[src/hw/msw_pkg.sv]
package msw_pkg;

	// ==========================================
	// Register indices (byte address is four times the index)
	localparam int unsigned ADDR_W = 8;
	localparam logic [5:0] IDX_WAKE_GLOBAL_ENABLE = 6'h01;
	localparam logic [5:0] IDX_WAKE_STATUS_TWO = 6'h03;
	localparam logic [5:0] IDX_WAKE_ENABLE_TWO = 6'h06;
	localparam logic [5:0] IDX_WATCHDOG_UNITS = 6'h11;
	localparam logic [5:0] IDX_WATCHDOG_COUNT_VALUE = 6'h12;
	localparam logic [5:0] IDX_WATCHDOG_IRQ_CONFIG = 6'h13;
	localparam logic [5:0] IDX_WATCHDOG_CONTROL = 6'h14;
	localparam logic [5:0] IDX_SYSMGMT_STATUS_THREE = 6'h18;
	localparam logic [5:0] IDX_SYSMGMT_ENABLE_THREE = 6'h19;
	localparam logic [5:0] IDX_PIN_CONFIG = 6'h20;

	// ==========================================
	// Field positions and codes
	localparam int unsigned UNITS_MINUTE_BIT = 7;
	localparam int unsigned WAKE_GLOBAL_BIT = 0;
	localparam int unsigned WAKE_TIMER_BIT = 7;
	localparam int unsigned SMI_TIMER_BIT = 0;
	localparam int unsigned CTRL_STATUS_BIT = 0;
	localparam int unsigned CTRL_FORCE_BIT = 2;
	localparam int unsigned PIN_POLARITY_BIT = 1;
	localparam int unsigned TIMER_ALT_LSB = 2;
	localparam int unsigned SMI_ALT_LSB = 4;
	localparam int unsigned MAP_LSB = 4;
	localparam logic [1:0] ALT_SMI_FUNC = 2'h1;
	localparam logic [1:0] ALT_TIMER_FUNC = 2'h2;
	localparam logic [3:0] MAP_OFF = 4'h0;
	localparam logic [7:0] COUNT_OFF = 8'h00;
	localparam logic [7:0] COUNT_LAST = 8'h01;
	localparam logic [1:0] RESP_OKAY = 2'h0;
	localparam logic [1:0] RESP_SLVERR = 2'h2;

	// ==========================================
	// Timing
	localparam longint unsigned SECOND_S = 1;
	localparam longint unsigned CLK_HZ = 200_000_000;
	localparam int unsigned TICKS_PER_SECOND = int'(SECOND_S * CLK_HZ);
	localparam int unsigned PRESC_W = 28;
	localparam logic [5:0] SECONDS_PER_MINUTE = 6'h3c;

	// ==========================================
	// Whole state of the block
	typedef struct packed {
		logic aw_full;
		logic [ADDR_W-1:0] awaddr;
		logic w_full;
		logic [7:0] wdata;
		logic wstrb0;
		logic bvalid;
		logic [1:0] bresp;
		logic rvalid;
		logic [31:0] rdata;
		logic [1:0] rresp;
		logic [7:0] count;
		logic [PRESC_W-1:0] presc;
		logic [5:0] sec_in_min;
		logic [7:0] units;
		logic [7:0] irq_cfg;
		logic [7:0] wake_glob;
		logic [7:0] wake_en2;
		logic wake_sts;
		logic [7:0] sysmgmt_enable_three;
		logic smi_sts;
		logic [7:0] pin_cfg;
		logic status;
		logic status_prev;
		logic wake_act;
		logic smi_act;
		logic tpin;
		logic sirq_req;
	} msw_state_t;

endpackage

[src/hw/msw_watchdog.sv]
// The AXI4-Lite register port was chosen for this implementation.
`timescale 1ns/10ps
// What this block does
// Timeout 1..255 in seconds or minutes
// Zero value disables; zero after reset
// Nonzero write reloads and starts countdown
// Reaching zero stops counter, sets status
// Software may set or clear status
// Event only on status rising edge
// Event sets wake status; gated wake pin
// Event sets sysmgmt status; gated sysmgmt pin
// Timer pin driven only with code 10
// Serial IRQ slot from map; 0000 off
// Timer pin active high; polarity inverts
// Force bit zeroes count, sets status
// Prescaler ticks seconds or minutes
module msw_watchdog #(
	parameter int unsigned TICKS_PER_SECOND = msw_pkg::TICKS_PER_SECOND
) (
	input wire logic clk_sys_in,
	input wire logic rst_n_in,
	input wire logic [msw_pkg::ADDR_W-1:0] s_axi_awaddr_in,
	input wire logic s_axi_awvalid_in,
	output logic s_axi_awready_out,
	input wire logic [31:0] s_axi_wdata_in,
	input wire logic [3:0] s_axi_wstrb_in,
	input wire logic s_axi_wvalid_in,
	output logic s_axi_wready_out,
	output logic [1:0] s_axi_bresp_out,
	output logic s_axi_bvalid_out,
	input wire logic s_axi_bready_in,
	input wire logic [msw_pkg::ADDR_W-1:0] s_axi_araddr_in,
	input wire logic s_axi_arvalid_in,
	output logic s_axi_arready_out,
	output logic [31:0] s_axi_rdata_out,
	output logic [1:0] s_axi_rresp_out,
	output logic s_axi_rvalid_out,
	input wire logic s_axi_rready_in,
	output logic wake_event_pin_n_out,
	output logic sysmgmt_irq_pin_n_out,
	output logic sysmgmt_irq_pin_oe_out,
	output logic timer_output_gpio_out,
	output logic timer_output_gpio_oe_out,
	output logic serial_irq_request_out,
	output logic [3:0] serial_irq_slot_out
);

	localparam logic [msw_pkg::PRESC_W-1:0] PRESC_LAST =
		msw_pkg::PRESC_W'(TICKS_PER_SECOND - 1);
	localparam logic [5:0] MIN_LAST = msw_pkg::SECONDS_PER_MINUTE - 6'h01;

	// Byte address bits below the register index
	localparam int unsigned IDX_LSB =
		msw_pkg::ADDR_W - $bits(msw_pkg::IDX_WATCHDOG_UNITS);
	localparam int unsigned ALT_W = $bits(msw_pkg::ALT_SMI_FUNC);
	localparam int unsigned MAP_W = $bits(msw_pkg::MAP_OFF);

	// all registers zero, timer off
	localparam msw_pkg::msw_state_t RESET_STATE = '0;

	// ==========================================
	// Decode helpers

	// Register index from a byte address
	function automatic logic [5:0] idx_of(
		input logic [msw_pkg::ADDR_W-1:0] addr
	);
		return addr[msw_pkg::ADDR_W-1:IDX_LSB];
	endfunction

	// Whether an index names a register of this block
	function automatic logic idx_known(
		input logic [5:0] idx
	);
		logic hit;
		hit = 1'b0;
		case (idx)
			msw_pkg::IDX_WAKE_GLOBAL_ENABLE,
			msw_pkg::IDX_WAKE_STATUS_TWO,
			msw_pkg::IDX_WAKE_ENABLE_TWO,
			msw_pkg::IDX_WATCHDOG_UNITS,
			msw_pkg::IDX_WATCHDOG_COUNT_VALUE,
			msw_pkg::IDX_WATCHDOG_IRQ_CONFIG,
			msw_pkg::IDX_WATCHDOG_CONTROL,
			msw_pkg::IDX_SYSMGMT_STATUS_THREE,
			msw_pkg::IDX_SYSMGMT_ENABLE_THREE,
			msw_pkg::IDX_PIN_CONFIG: begin
				hit = 1'b1;
			end
			default: begin
				hit = 1'b0;
			end
		endcase
		return hit;
	endfunction

	// Read value of one register
	function automatic logic [7:0] read_byte(
		input msw_pkg::msw_state_t s,
		input logic [5:0] idx
	);
		logic [7:0] v;
		v = '0;
		case (idx)
			msw_pkg::IDX_WAKE_GLOBAL_ENABLE: begin
				v = s.wake_glob;
			end
			msw_pkg::IDX_WAKE_STATUS_TWO: begin
				v[msw_pkg::WAKE_TIMER_BIT] = s.wake_sts;
			end
			msw_pkg::IDX_WAKE_ENABLE_TWO: begin
				v = s.wake_en2;
			end
			msw_pkg::IDX_WATCHDOG_UNITS: begin
				v = s.units;
			end
			msw_pkg::IDX_WATCHDOG_COUNT_VALUE: begin
				v = s.count;
			end
			msw_pkg::IDX_WATCHDOG_IRQ_CONFIG: begin
				v = s.irq_cfg;
			end
			// force bit always reads zero
			msw_pkg::IDX_WATCHDOG_CONTROL: begin
				v[msw_pkg::CTRL_STATUS_BIT] = s.status;
			end
			msw_pkg::IDX_SYSMGMT_STATUS_THREE: begin
				v[msw_pkg::SMI_TIMER_BIT] = s.smi_sts;
			end
			msw_pkg::IDX_SYSMGMT_ENABLE_THREE: begin
				v = s.sysmgmt_enable_three;
			end
			msw_pkg::IDX_PIN_CONFIG: begin
				v = s.pin_cfg;
			end
			default: begin
				v = '0;
			end
		endcase
		return v;
	endfunction

	// ==========================================
	// State and helper nets

	msw_pkg::msw_state_t s_q;
	msw_pkg::msw_state_t s_d;

	logic aw_take;
	logic w_take;
	logic ar_take;
	logic wr_go;
	logic wr_sel;
	logic [msw_pkg::ADDR_W-1:0] wr_addr;
	logic [5:0] wr_idx;
	logic [7:0] wr_byte;
	logic wr_lane;
	logic sec_tick;
	logic minute_wrap;
	logic unit_tick;
	logic expire;
	logic rise;

	// ==========================================
	// Bus handshakes

	// One write and one read in flight at most
	assign s_axi_awready_out = !s_q.aw_full && !s_q.bvalid;
	assign s_axi_wready_out = !s_q.w_full && !s_q.bvalid;
	assign s_axi_arready_out = !s_q.rvalid;

	assign aw_take = s_axi_awvalid_in && s_axi_awready_out;
	assign w_take = s_axi_wvalid_in && s_axi_wready_out;
	assign ar_take = s_axi_arvalid_in && s_axi_arready_out;

	// Address and data may arrive in either order
	assign wr_go = (s_q.aw_full || aw_take) && (s_q.w_full || w_take) && !s_q.bvalid;
	assign wr_addr = s_q.aw_full ? s_q.awaddr : s_axi_awaddr_in;
	assign wr_byte = s_q.w_full ? s_q.wdata : s_axi_wdata_in[7:0];
	assign wr_lane = s_q.w_full ? s_q.wstrb0 : s_axi_wstrb_in[0];
	assign wr_idx = idx_of(wr_addr);
	assign wr_sel = wr_go && wr_lane;

	// ==========================================
	// Time base

	// prescaler gives one pulse per second
	assign sec_tick = (s_q.count != msw_pkg::COUNT_OFF) && (s_q.presc == PRESC_LAST);
	assign minute_wrap = s_q.sec_in_min == MIN_LAST;

	// units bit picks seconds or minutes
	assign unit_tick = sec_tick && (!s_q.units[msw_pkg::UNITS_MINUTE_BIT] || minute_wrap);

	// last unit elapses at count one
	assign expire = unit_tick && (s_q.count == msw_pkg::COUNT_LAST);

	// event only on status rising edge
	assign rise = s_q.status && !s_q.status_prev;

	// ==========================================
	// Next state

	always_comb begin
		s_d = s_q;

		// Write address and data capture
		if (aw_take) begin
			s_d.aw_full = 1'b1;
			s_d.awaddr = s_axi_awaddr_in;
		end
		if (w_take) begin
			s_d.w_full = 1'b1;
			s_d.wdata = s_axi_wdata_in[7:0];
			s_d.wstrb0 = s_axi_wstrb_in[0];
		end
		if (wr_go) begin
			s_d.aw_full = 1'b0;
			s_d.w_full = 1'b0;
			s_d.bvalid = 1'b1;
			s_d.bresp = idx_known(wr_idx) ? msw_pkg::RESP_OKAY : msw_pkg::RESP_SLVERR;
		end
		if (s_q.bvalid && s_axi_bready_in) begin
			s_d.bvalid = 1'b0;
		end

		// Read answer
		if (s_q.rvalid && s_axi_rready_in) begin
			s_d.rvalid = 1'b0;
		end
		if (ar_take) begin
			s_d.rvalid = 1'b1;
			s_d.rdata = {24'h0, read_byte(s_q, idx_of(s_axi_araddr_in))};
			s_d.rresp = idx_known(idx_of(s_axi_araddr_in)) ?
				msw_pkg::RESP_OKAY : msw_pkg::RESP_SLVERR;
		end

		// prescaler idles while timer is off
		if (s_q.count == msw_pkg::COUNT_OFF) begin
			s_d.presc = '0;
			s_d.sec_in_min = '0;
		end else if (sec_tick) begin
			s_d.presc = '0;
			s_d.sec_in_min = minute_wrap ? '0 : s_q.sec_in_min + 6'h01;
		end else begin
			s_d.presc = s_q.presc + 1'b1;
		end

		// count down, stop at zero
		if (unit_tick) begin
			s_d.count = s_q.count - msw_pkg::COUNT_LAST;
		end

		// Register writes override the countdown
		if (wr_sel) begin
			case (wr_idx)
				msw_pkg::IDX_WAKE_GLOBAL_ENABLE: begin
					s_d.wake_glob = wr_byte;
				end
				msw_pkg::IDX_WAKE_STATUS_TWO: begin
					if (wr_byte[msw_pkg::WAKE_TIMER_BIT]) begin
						s_d.wake_sts = 1'b0;
					end
				end
				msw_pkg::IDX_WAKE_ENABLE_TWO: begin
					s_d.wake_en2 = wr_byte;
				end
				// units register
				msw_pkg::IDX_WATCHDOG_UNITS: begin
					s_d.units = wr_byte;
				end
				// zero stops, nonzero reloads
				msw_pkg::IDX_WATCHDOG_COUNT_VALUE: begin
					s_d.count = wr_byte;
					s_d.presc = '0;
					s_d.sec_in_min = '0;
				end
				msw_pkg::IDX_WATCHDOG_IRQ_CONFIG: begin
					s_d.irq_cfg = wr_byte;
				end
				// direct status write, forced timeout
				msw_pkg::IDX_WATCHDOG_CONTROL: begin
					s_d.status = wr_byte[msw_pkg::CTRL_STATUS_BIT];
					if (wr_byte[msw_pkg::CTRL_FORCE_BIT]) begin
						s_d.count = msw_pkg::COUNT_OFF;
						s_d.status = 1'b1;
					end
				end
				msw_pkg::IDX_SYSMGMT_STATUS_THREE: begin
					if (wr_byte[msw_pkg::SMI_TIMER_BIT]) begin
						s_d.smi_sts = 1'b0;
					end
				end
				msw_pkg::IDX_SYSMGMT_ENABLE_THREE: begin
					s_d.sysmgmt_enable_three = wr_byte;
				end
				msw_pkg::IDX_PIN_CONFIG: begin
					s_d.pin_cfg = wr_byte;
				end
				default: begin
					s_d.pin_cfg = s_d.pin_cfg;
				end
			endcase
		end

		// expiry sets status, beats a clear
		if (expire) begin
			s_d.status = 1'b1;
		end

		// edge detector on the status bit
		s_d.status_prev = s_q.status;

		// event latches both status flags
		if (rise) begin
			s_d.wake_sts = 1'b1;
			s_d.smi_sts = 1'b1;
		end

		// wake pin needs both enables
		s_d.wake_act = s_d.wake_sts &&
			s_d.wake_glob[msw_pkg::WAKE_GLOBAL_BIT] &&
			s_d.wake_en2[msw_pkg::WAKE_TIMER_BIT];

		// sysmgmt pin needs function code and enable
		s_d.smi_act = s_d.smi_sts &&
			s_d.sysmgmt_enable_three[msw_pkg::SMI_TIMER_BIT] &&
			(s_d.pin_cfg[msw_pkg::SMI_ALT_LSB +: ALT_W] == msw_pkg::ALT_SMI_FUNC);

		// timer pin level and polarity
		s_d.tpin = ((s_d.pin_cfg[msw_pkg::TIMER_ALT_LSB +: ALT_W] == msw_pkg::ALT_TIMER_FUNC) &&
			s_d.status) ^ s_d.pin_cfg[msw_pkg::PIN_POLARITY_BIT];

		// serial request only with nonzero slot
		s_d.sirq_req = s_d.status &&
			(s_d.irq_cfg[msw_pkg::MAP_LSB +: MAP_W] != msw_pkg::MAP_OFF);
	end

	// ==========================================
	// State register

	always_ff @(posedge clk_sys_in) begin
		if (!rst_n_in) begin
			s_q <= RESET_STATE;
		end else begin
			s_q <= s_d;
		end
	end

	// ==========================================
	// Outputs

	assign s_axi_bvalid_out = s_q.bvalid;
	assign s_axi_bresp_out = s_q.bresp;
	assign s_axi_rvalid_out = s_q.rvalid;
	assign s_axi_rdata_out = s_q.rdata;
	assign s_axi_rresp_out = s_q.rresp;

	// Active low pins
	assign wake_event_pin_n_out = !s_q.wake_act;
	assign sysmgmt_irq_pin_n_out = !s_q.smi_act;

	// sysmgmt pin driven only in its function
	assign sysmgmt_irq_pin_oe_out =
		s_q.pin_cfg[msw_pkg::SMI_ALT_LSB +: ALT_W] == msw_pkg::ALT_SMI_FUNC;

	// timer pin driven only with code 10
	assign timer_output_gpio_out = s_q.tpin;
	assign timer_output_gpio_oe_out =
		s_q.pin_cfg[msw_pkg::TIMER_ALT_LSB +: ALT_W] == msw_pkg::ALT_TIMER_FUNC;

	// slot number from the mapping field
	assign serial_irq_request_out = s_q.sirq_req;
	assign serial_irq_slot_out = s_q.irq_cfg[msw_pkg::MAP_LSB +: MAP_W];

endmodule

[config.mk]
export PLATFORM = sky130hd
export DESIGN_NAME = msw_watchdog
export DESIGN_NICKNAME = d
export VERILOG_FILES = /design/src/hw/msw_pkg.sv /design/src/hw/msw_watchdog.sv
export SDC_FILE = /design/constraint.sdc
export NUM_CORES = 1
export LEC_CHECK = 0
export CORE_AREA = 2 2 110 112
export CTS_CLUSTER_DIAMETER = 150
export CTS_CLUSTER_SIZE = 24
export DETAILED_ROUTE_END_ITERATION = 10
export DIE_AREA = 0 0 112 114
export DONT_BUFFER_PORTS = 1
export PLACE_DENSITY_LB_ADDON = 0.15
export SLEW_MARGIN = 10
export SYNTH_ARGS = -nofsm -noshare
export SYNTH_HDL_FRONTEND = slang
export SYNTH_SLANG_ARGS = --single-unit
[constraint.sdc]
create_clock -name clk_sys_in -period 2.52 [get_ports clk_sys_in]
set_input_delay 0.126 -clock clk_sys_in [delete_from_list [all_inputs] [get_ports clk_sys_in]]
set_output_delay 0.126 -clock clk_sys_in [all_outputs]
set_load 0.005 [all_outputs]
# Word-level counts from Yosys, hierarchy flattened
# Index checks and enable logic that the tools add are counted.
totals:
  wordCells: 147
  out_inout_bits: 51
  reg_bits: 131
  input_bits: 59
op_classes:
  mux: 38
  n_eq_ne: 27
  reduce_logical: 45
  n_bitwise: 2
  add_sub_neg: 3
ops:
  columns: ["operator", "n"]
  rows:
  - ["$mux 93", 1]
  - ["$mux 8", 10]
  - ["$eq 6x5->1 const B", 12]
  - ["$mux 34", 2]
  - ["$pmux 6 s7", 1]
  - ["$mux 35", 1]
  - ["$add 28x1->28 const B", 1]
  - ["$eq 28x28->1 const B", 1]
  - ["$mux 28", 1]
  - ["$logic_and 1x1->1", 20]
  - ["$reduce_or 10->1", 2]
  - ["$eq 6x6->1 const B", 3]
  - ["$pmux 8 s2", 1]
  - ["$mux 1", 15]
  - ["$eq 6x1->1 const B", 2]
  - ["$eq 6x2->1 const B", 2]
  - ["$eq 6x3->1 const B", 2]
  - ["$mux 6", 2]
  - ["$reduce_and 2->1", 6]
  - ["$pmux 1 s9", 1]
  - ["$eq 8x1->1 const B", 1]
  - ["$logic_not 1->1", 8]
  - ["$logic_not 8->1", 1]
  - ["$pmux 1 s8", 1]
  - ["other kinds (12)", 18]

# Depth between registers and ports, before layout
# Gate-level depths: netlist of run 1.
logic_depth:
  ltp_word: 11
  ltp_mapped: 10
  depth_no_buf: 7

# Worst setup path after synthesis of run 1
# Ideal clock, no wire load.
synth_path:
  path_type: "register to register"
  from: "reg s_q[154] (netlist name)"
  to: "reg s_q (netlist bit timer_output_gpio_out)"
  path_stages_with_launch: 9
  t_arrival_ps: 2139
  n_path_buf: 2
  synth_period_minus_slack_ps: 2263
  required_time_ps: 2397
  setup_slack_ps: 257
  setup_time_ps: 123
  path_cell_list: "dfxtp_1 > buf_6 > nor3b_2 > o21a_2 > or4b_1 > buf_2 > or3_1 > a22oi_1 > mux2_1"
synth_between:
  elab_chain_cells: 11
  elab_cells_between_ends: 17
  classes_between: "3 x eq/ne; 5 x mux; 1 x bitwise; 8 x reduce/logical"
synth_rtl:
  columns: ["element", "line_no", "rtl"]
  rows:
  - ["start, declared", "msw_watchdog.sv:146", "msw_pkg::msw_state_t s_q;"]
  - ["start signal, assigned", "msw_watchdog.sv:343", "s_q <= RESET_STATE;"]
  - ["start signal, assigned", "msw_watchdog.sv:345", "s_q <= s_d;"]
  - ["parallel branches: the longest is 7 deep, another holds $mux 8", null, null]
  - ["$mux 93 *", "msw_watchdog.sv:254", "if (wr_sel) begin"]
  - ["$eq 2x2->1 / $mux 1 (equally long branches)", "msw_watchdog.sv:330, msw_watchdog.sv:306", null]
  - ["$logic_and 1x1->1", "msw_watchdog.sv:330", "s_d.tpin = ((s_d.pin_cfg[msw_pkg::TIMER_ALT_LSB +: ALT_W] == msw_pkg::ALT_TIMER_FUNC) &&"]
  - ["$xor 1x1->1 *", "msw_watchdog.sv:331", "s_d.status) ^ s_d.pin_cfg[msw_pkg::PIN_POLARITY_BIT];"]
# Every way passes the cells marked *.
# A chain may end at the register's enable or synchronous reset.

# Final worst setup path of run 1
# Ends and elaborated chain as after synthesis.

==> impl_metrics.py, run 1 <==
metrics = {
    "pwr": {
        "power_density_mw_per_mm2": 705.6,
        "ir_drop_v": 0.0005070,
        "power.leakage_uw": 0.002630,
    },
    "worst_setup_path": {
        "r2r-end": "timer_output_gpio_out",
        "timing.critical_path.buf_inv": 1,
        "critPathKind": "flip-flop to flip-flop",
        "slowest_stage": "or4b_1",
        "cp-start-kind": "flip-flop",
        "crit_required_ns": 2.83,
        "ff2ff_path_depth": 7,
        "path_cells": "buf_4 > and3b_1 > o21ai_0 > or4b_1 > mux2i_1 > a22oi_1 > mux2_1",
        "crit_fanout": 22,
        "r2r_setup_slack_ns": 0.20,
        "setup.worst_path.end_class": "flip-flop",
        "reg2reg_from": "s_q[154]",
        "crit_family": "simple AND/OR/NAND/NOR gates",
        "slowest_delay_ns": 0.57,
        "arrival_ns": 2.63,
    },
    "cts": {
        "clock_path_buffers": 2,
        "clkTransAtPathRegs_ns": 0.06,
        "cts_resized": 0,
        "clk_latency_ns": 0.42,
        "clock_sinks": 127,
        "cts_buffers": 17,
        "htree_levels": 4,
        "cts_tree": "built",
        "ctsRootBufferMaster": "clkbuf_16",
    },
    "final_layout": {
        "fill_cells": 988,
        "n_antenna_cell": 0,
        "fin_nets": 816,
        "final_common_cell": "nor2_1",
        "final_layout_size_suffix_gt1_share_pct": 9.530,
        "layout_common_cells": "nor2_1, dfxtp_1, nand2_1",
        "area_delta_synth_final_pct": 13.41,
        "stdcell_count": 913,
    },
    "routing": {
        "ant_nets": 0,
        "dr.pass1.iters": 5,
        "route.detailed.drc": 0,
        "via_per_inst": 5.766,
        "wl_per_cell_um": 16.80,
        "vias": 5264,
        "wirelength_um": 15340,
        "drtIter0Drc": 359,
    },
    "timing": {
        "period_share_pct": 92.24,
        "drv_slew": 0,
        "rsz0062_at_grt": "false",
        "hold_ws_ns": 0.008420,
        "hold_viol": 0,
        "setup_viol_count_final": 0,
        "finalSetupTns_ns": 0,
        "slew_headroom_pct": 13.51,
        "fin_crit_ns": 2.324,
        "fmax_mhz": 430.2,
        "worst_slew_pin_slew_ns": 1.287,
        "skew_ns": 0.01014,
    },
    "logic_synthesis": {
        "synthDistinctLibCells": 62,
        "netlist_area_mm2": 0.006252,
        "ys_seq_area_share_pct": 40.66,
        "synthCells": 736,
        "ys.flop_type": "dfxtp_1",
        "syn_area_per_cell_um2": 8.495,
        "yosys_register_bits": 127,
        "ys_async_sr_fraction_pct": 0,
        "yosys_warnings": 0,
        "synth_edf_count": 0,
    },
    "job": {
        "cap_violations": 0,
    },
    "worst_hold_path": {
        "hold_end": "s_q[18]",
        "hold_path.class": "primary input to flip-flop",
        "hold_path_depth": 3,
        "hold_start": "s_axi_wdata_in[3]",
    },
    "floorplan": {
        "num_rows": 40,
        "core_mm2": 0.01171,
        "die_area_mm2": 0.01277,
        "ios": 110,
        "die_w_um": 112,
        "start_util_pct": 53.39,
        "die_h_um": 114,
    },
    "grt": {
        "grt_max_degree": 32,
        "grt_pass1_wl_um": 25030,
        "antenna_found_initial": 0,
        "grt.total_usage_pct": 24.82,
        "first_global_vias": 4893,
        "grt.overflow.total": 0,
    },
    "placement": {
        "io_buffers": 0,
        "gp_congestion": 0.8654,
        "place_inst": 859,
        "dp_hpwl_um": 10860,
    },
    "run_status": {
        "status": "complete, no violations",
    },
}
area by class of cell:
| cell class | count | area (um^2) | area share (%) |
|---|---|---|---|
| repair buffers | 43 | 377.9 | 5.329 |
| flip-flops and latches | 127 | 2542 | 35.86 |
| multi-input cells | 549 | 3312 | 46.71 |
| clock buffers | 22 | 484.2 | 6.829 |
| inverters | 15 | 56.30 | 0.7941 |
| clock inverters | 10 | 133.9 | 1.888 |
| well taps | 147 | 183.9 | 2.594 |
flip-flops by register name, indices dropped and copies added (netlist names):
register and count:
s_d 1, s_axi_rresp_out 1, serial_irq_request_out 1, timer_output_gpio_out 1, s_q 108, s_axi_rdata_out 8
serial_irq_slot_out 4, s_axi_rvalid_out 1, s_axi_bvalid_out 1, s_axi_bresp_out 1
worst max path at each step:
stage | end | slack, ns | cells after the start | from
finish | timer_output_gpio_out | 0.20 | 7 | s_q[154]
global route | timer_output_gpio_out | 0.05 | 7 | s_q[154]
CTS | timer_output_gpio_out | 0.19 | 7 | s_q[154]
detailed placement | timer_output_gpio_out | 0.22 | 7 | s_q[154]
global placement | timer_output_gpio_out | 0.23 | 7 | s_q[154]
floorplan | timer_output_gpio_out | 0.26 | 8 | s_q[154]
worst reg2reg max path: cells and delay by family (launching register included):
| kind | cells | cell delay, ns |
|---|---|---|
| buffers and inverters | 1 | 0.25 |
| AND/OR/NAND/NOR | 2 | 0.81 |
| AO/OA/AOI/OAI | 2 | 0.28 |
| flip-flops | 1 | 0.36 |
| multiplexers | 2 | 0.51 |
power by group:
group          switching [uW]  total [uW]  internal [uW]  leakage, uW
logic                     214         362            148      0.00130
registers                35.4        2080           2050      0.00103
clock network             902        2560           1650     0.000302
through the flow:
step	instance area, um^2	worst slack (ns)	total power, uW	utilization [%]
floorplan	6346	0.2575	2425	-
global placement	6252	0.2336	2447	53.39
detailed placement	6252	0.2151	2456	53.39
CTS	7091	0.1905	5021	60.54
global route	7091	0.04614	5164	60.54
finish	7091	0.1957	5003	60.54
synth_stat cells, drive strengths merged (2+ instances only):
cell	n	area share (%)
nand2	57	3.5
or4b	3	0.48
nand3b	4	0.48
mux2	10	1.8
a22o	6	0.84
nor4bb	3	0.48
a211oi	17	2.0
and3b	3	0.42
and3	7	0.70
a21oi	41	3.3
o221ai	2	0.28
buf	46	5.5
mux2i	34	5.4
o21ai	20	1.7
a222oi	2	0.32
a221oi	13	1.8
o21ba	2	0.42
nand4	11	1.1
nand2b	7	0.70
nor4	12	1.2
inv	14	0.84
xor2	16	2.2
or3	3	0.30
dfxtp	127	41
and2	8	0.80
o22ai	7	0.70
nand3	19	1.5
or4	3	0.36
nor2	128	7.7
clkbuf	24	1.4
nor3b	8	1.2
nor3	10	0.88
ha	4	0.80
a31oi	14	1.4
nor2b	7	0.70
nor4b	4	0.56
and4	7	0.98
xnor2	18	2.5
repair_timing:
| item | 4_1_cts | 5_1_grt |
|---|---|---|
| setup endpoints to repair | 0 | 0 |
| hold buffers | 22 | 0 |
| hold endpoints to repair | 32 | 0 |
| setup buffers | 0 | 0 |
cell families (layout without fill, tap and decap cells):
logic type               after synthesis  in the layout  synth area share, %
XOR/XNOR                              34             34                4.763
adder cells (fa/ha/maj)                4              4               0.8005
multiplexers                          44             44                7.244
buffers and inverters                 85             90                7.865
flip-flops                           127            127                40.66
AND/OR/NAND/NOR                      307            307                24.43
other                                  1             26              0.05998
AO/OA/AOI/OAI                        134            134                14.17
per-layer routing:
layer  GRT usage (%)  share of wire, %  up-vias  routed length (um)
li1                -                 -     2589                   -
met1           31.65                44     2487                6746
met2           39.88                47      150                7207
met3           6.057               5.9       38                 898
met4           11.71               3.2        0                 489
met5               0                 0        -                   0
Note: power is estimated with default switching activity, not from simulation.
==> run 2, diff against run 1 <==
--- a/config.mk
+++ b/config.mk
@@ -5,12 +5,13 @@
 export SDC_FILE = /design/constraint.sdc
 export NUM_CORES = 1
 export LEC_CHECK = 0
-export CORE_AREA = 2 2 110 112
+export CORE_AREA = 2 2 133 135
 export CTS_CLUSTER_DIAMETER = 150
 export CTS_CLUSTER_SIZE = 24
 export DETAILED_ROUTE_END_ITERATION = 10
-export DIE_AREA = 0 0 112 114
+export DIE_AREA = 0 0 135 137
 export DONT_BUFFER_PORTS = 1
+export GPL_TIMING_DRIVEN = 0
 export PLACE_DENSITY_LB_ADDON = 0.15
 export SLEW_MARGIN = 10
 export SYNTH_ARGS = -nofsm -noshare
==> run 2 against run 1 <==
  * Global-route usage is 5.5 points lower
  * Utilization is 16 points lower
  * Critical endpoint unchanged
  * Sequential power hardly changed
  * Hold slack better by 0.0097 ns
  * First-iteration DRC count is 12% lower
  * Clock power is 5% higher
==> impl_metrics.py, run 2 (synthesis gave the netlist of run 1 again) <==
metrics = {
    "run_status": {
        "status": "complete, no violations",
    },
    "routing": {
        "dr.pass1.iters": 5,
        "route.detailed.drc": 0,
        "wl_per_cell_um": 16.49,
        "wirelength_um": 17350,
        "via_per_inst": 5.229,
        "ant_nets": 0,
        "vias": 5501,
        "drtIter0Drc": 315,
    },
    "worst_setup_path": {
        "ff2ff_path_depth": 8,
        "cp-start-kind": "flip-flop",
        "cp-startpoint": "s_q[154]",
        "arrival_ns": 2.74,
        "path_depth": 8,
        "path_cells": "buf_6 > buf_4 > a31oi_1 > or4b_1 > buf_2 > or3_1 > a22oi_2 > mux2_2",
        "critPathKind": "flip-flop to flip-flop",
        "crit_path_end": "timer_output_gpio_out",
        "slowest_stage": "or4b_1",
        "reg2reg_from": "s_q[154]",
        "setup.worst_path.end_class": "flip-flop",
        "crit_family": "simple AND/OR/NAND/NOR gates",
        "slowest_delay_ns": 0.46,
        "r2r-end": "timer_output_gpio_out",
        "crit_fanout": 10,
        "crit_required_ns": 2.82,
        "timing.critical_path.buf_inv": 3,
        "r2r_setup_slack_ns": 0.08,
    },
    "pwr": {
        "ir_drop_v": 0.0004767,
        "power_density_mw_per_mm2": 684.3,
        "p_switching_uw": 1257,
        "power.leakage_uw": 0.002900,
        "total_power_uw": 5219,
        "combPwrFrac_pct": 8.6,
        "p_sw_share_pct": 24.08,
        "pwr-share-seq_pct": 39.9,
        "intPower_uw": 3963,
        "clkPwrFrac_pct": 51.6,
    },
    "timing": {
        "finalSetupTns_ns": 0,
        "fin_crit_ns": 2.439,
        "hold_ws_ns": 0.01815,
        "rsz0062_at_grt": "true",
        "skew_ns": 0.008703,
        "slew_headroom_pct": 44.77,
        "fmax_mhz": 410.1,
        "period_share_pct": 96.77,
        "setup_viol_count_final": 0,
        "worst_slew_pin_slew_ns": 0.8054,
        "drv_slew": 0,
        "hold_viol": 0,
    },
    "final_layout": {
        "layout_common_cells": "nor2_1, dfxtp_1, nand2_1",
        "final_area_mm2": 0.007627,
        "utilization_pct": 44.72,
        "final_common_cell": "nor2_1",
        "area_delta_synth_final_pct": 21.99,
        "top_register": "s_q",
        "n_antenna_cell": 0,
        "fin_nets": 877,
        "largest_reg_flops": 108,
        "final_layout_size_suffix_gt1_share_pct": 14.51,
    },
    "grt": {
        "grt_pass1_wl_um": 27570,
        "first_global_vias": 5181,
        "antenna_found_initial": 0,
        "grt.overflow.total": 0,
        "grt_max_degree": 17,
        "grt.total_usage_pct": 19.28,
    },
    "floorplan": {
        "core_mm2": 0.01706,
        "ios": 110,
        "die_w_um": 135,
        "start_util_pct": 36.66,
        "die_area_mm2": 0.01850,
        "die_h_um": 137,
        "num_rows": 48,
    },
    "cts": {
        "cts_buffers": 17,
        "clock_sinks": 127,
        "clkTransAtPathRegs_ns": 0.06,
        "ctsRootBufferMaster": "clkbuf_16",
        "cts_tree": "built",
        "clock_path_buffers": 2,
        "clk_latency_ns": 0.42,
        "htree_levels": 4,
    },
    "job": {
        "cap_violations": 0,
    },
    "worst_hold_path": {
        "hold_path_depth": 3,
        "hold_path.class": "primary input to flip-flop",
    },
    "placement": {
        "io_buffers": 0,
        "dp_hpwl_um": 12670,
        "gp_congestion": 0.8341,
        "post_dp_cell_area_mm2": 0.006655,
    },
}
[run 2: area by class of cell]
class                      instances  area [um^2]
multi-input combinational        549         3359
fill                            1667         9429
tap                              225        281.5
inverter                          15        56.30
timing repair buffer              34        307.8
clock inverter                    11        180.2
buffer                            70        439.2
sequential                       127         2542
clock buffer                      21        460.4
[run 2: worst min path at each step]
stage | slack, ns | to | start
2_1_floorplan | 0.23 | s_axi_rvalid_out | s_axi_rready_in
3_3_place_gp | 0.23 | s_axi_rvalid_out | s_axi_rready_in
3_5_place_dp | 0.24 | s_axi_rvalid_out | s_axi_rready_in
4_1_cts | 0.009 | s_q[151] | s_axi_awvalid_in
5_1_grt | 0.02 | s_q[151] | s_axi_awvalid_in
6_report | 0.02 | s_q[151] | s_axi_awvalid_in
[run 2: power by group through the flow]
stage	clock, uW	combinational [uW]	sequential (uW)
floorplan	0	312	2110
global placement	0	401	2120
detailed placement	0	405	2120
CTS	2720	439	2080
global route	2810	490	2090
finish	2690	449	2080
[run 2: tightest hold or removal path, delay by kind of cell]
kind	cells	cell delay [ns]
simple gates	2	0.21
compound gates	1	0.06
[run 2: through the flow]
| stage | std cells | worst slack (ns) |
|---|---|---|
| finish | 1052 | 0.08131 |
| global route | 1052 | -0.05319 |
| CTS | 1043 | 0.01656 |
| detailed placement | 988 | -0.008666 |
| global placement | 986 | -0.3296 |
| floorplan | 761 | 0.2575 |
[run 2: per-layer routing]
| metal | wire [um] | vias up | global-route usage (%) |
|---|---|---|---|
| met5 | 0 | - | 0 |
| met4 | 215 | 0 | 4.919 |
| met3 | 1024 | 18 | 4.704 |
| met2 | 8159 | 161 | 32.37 |
| met1 | 7946 | 2608 | 24.90 |
| li1 | - | 2714 | - |
[run 2: timing repair]
item,in CTS,in global routing
hold buffers,21,0
pin swaps,1,4
buffers inserted,2,9
gates resized for setup,2,11
hold endpoints to repair,21,0
setup endpoints to repair,1,46
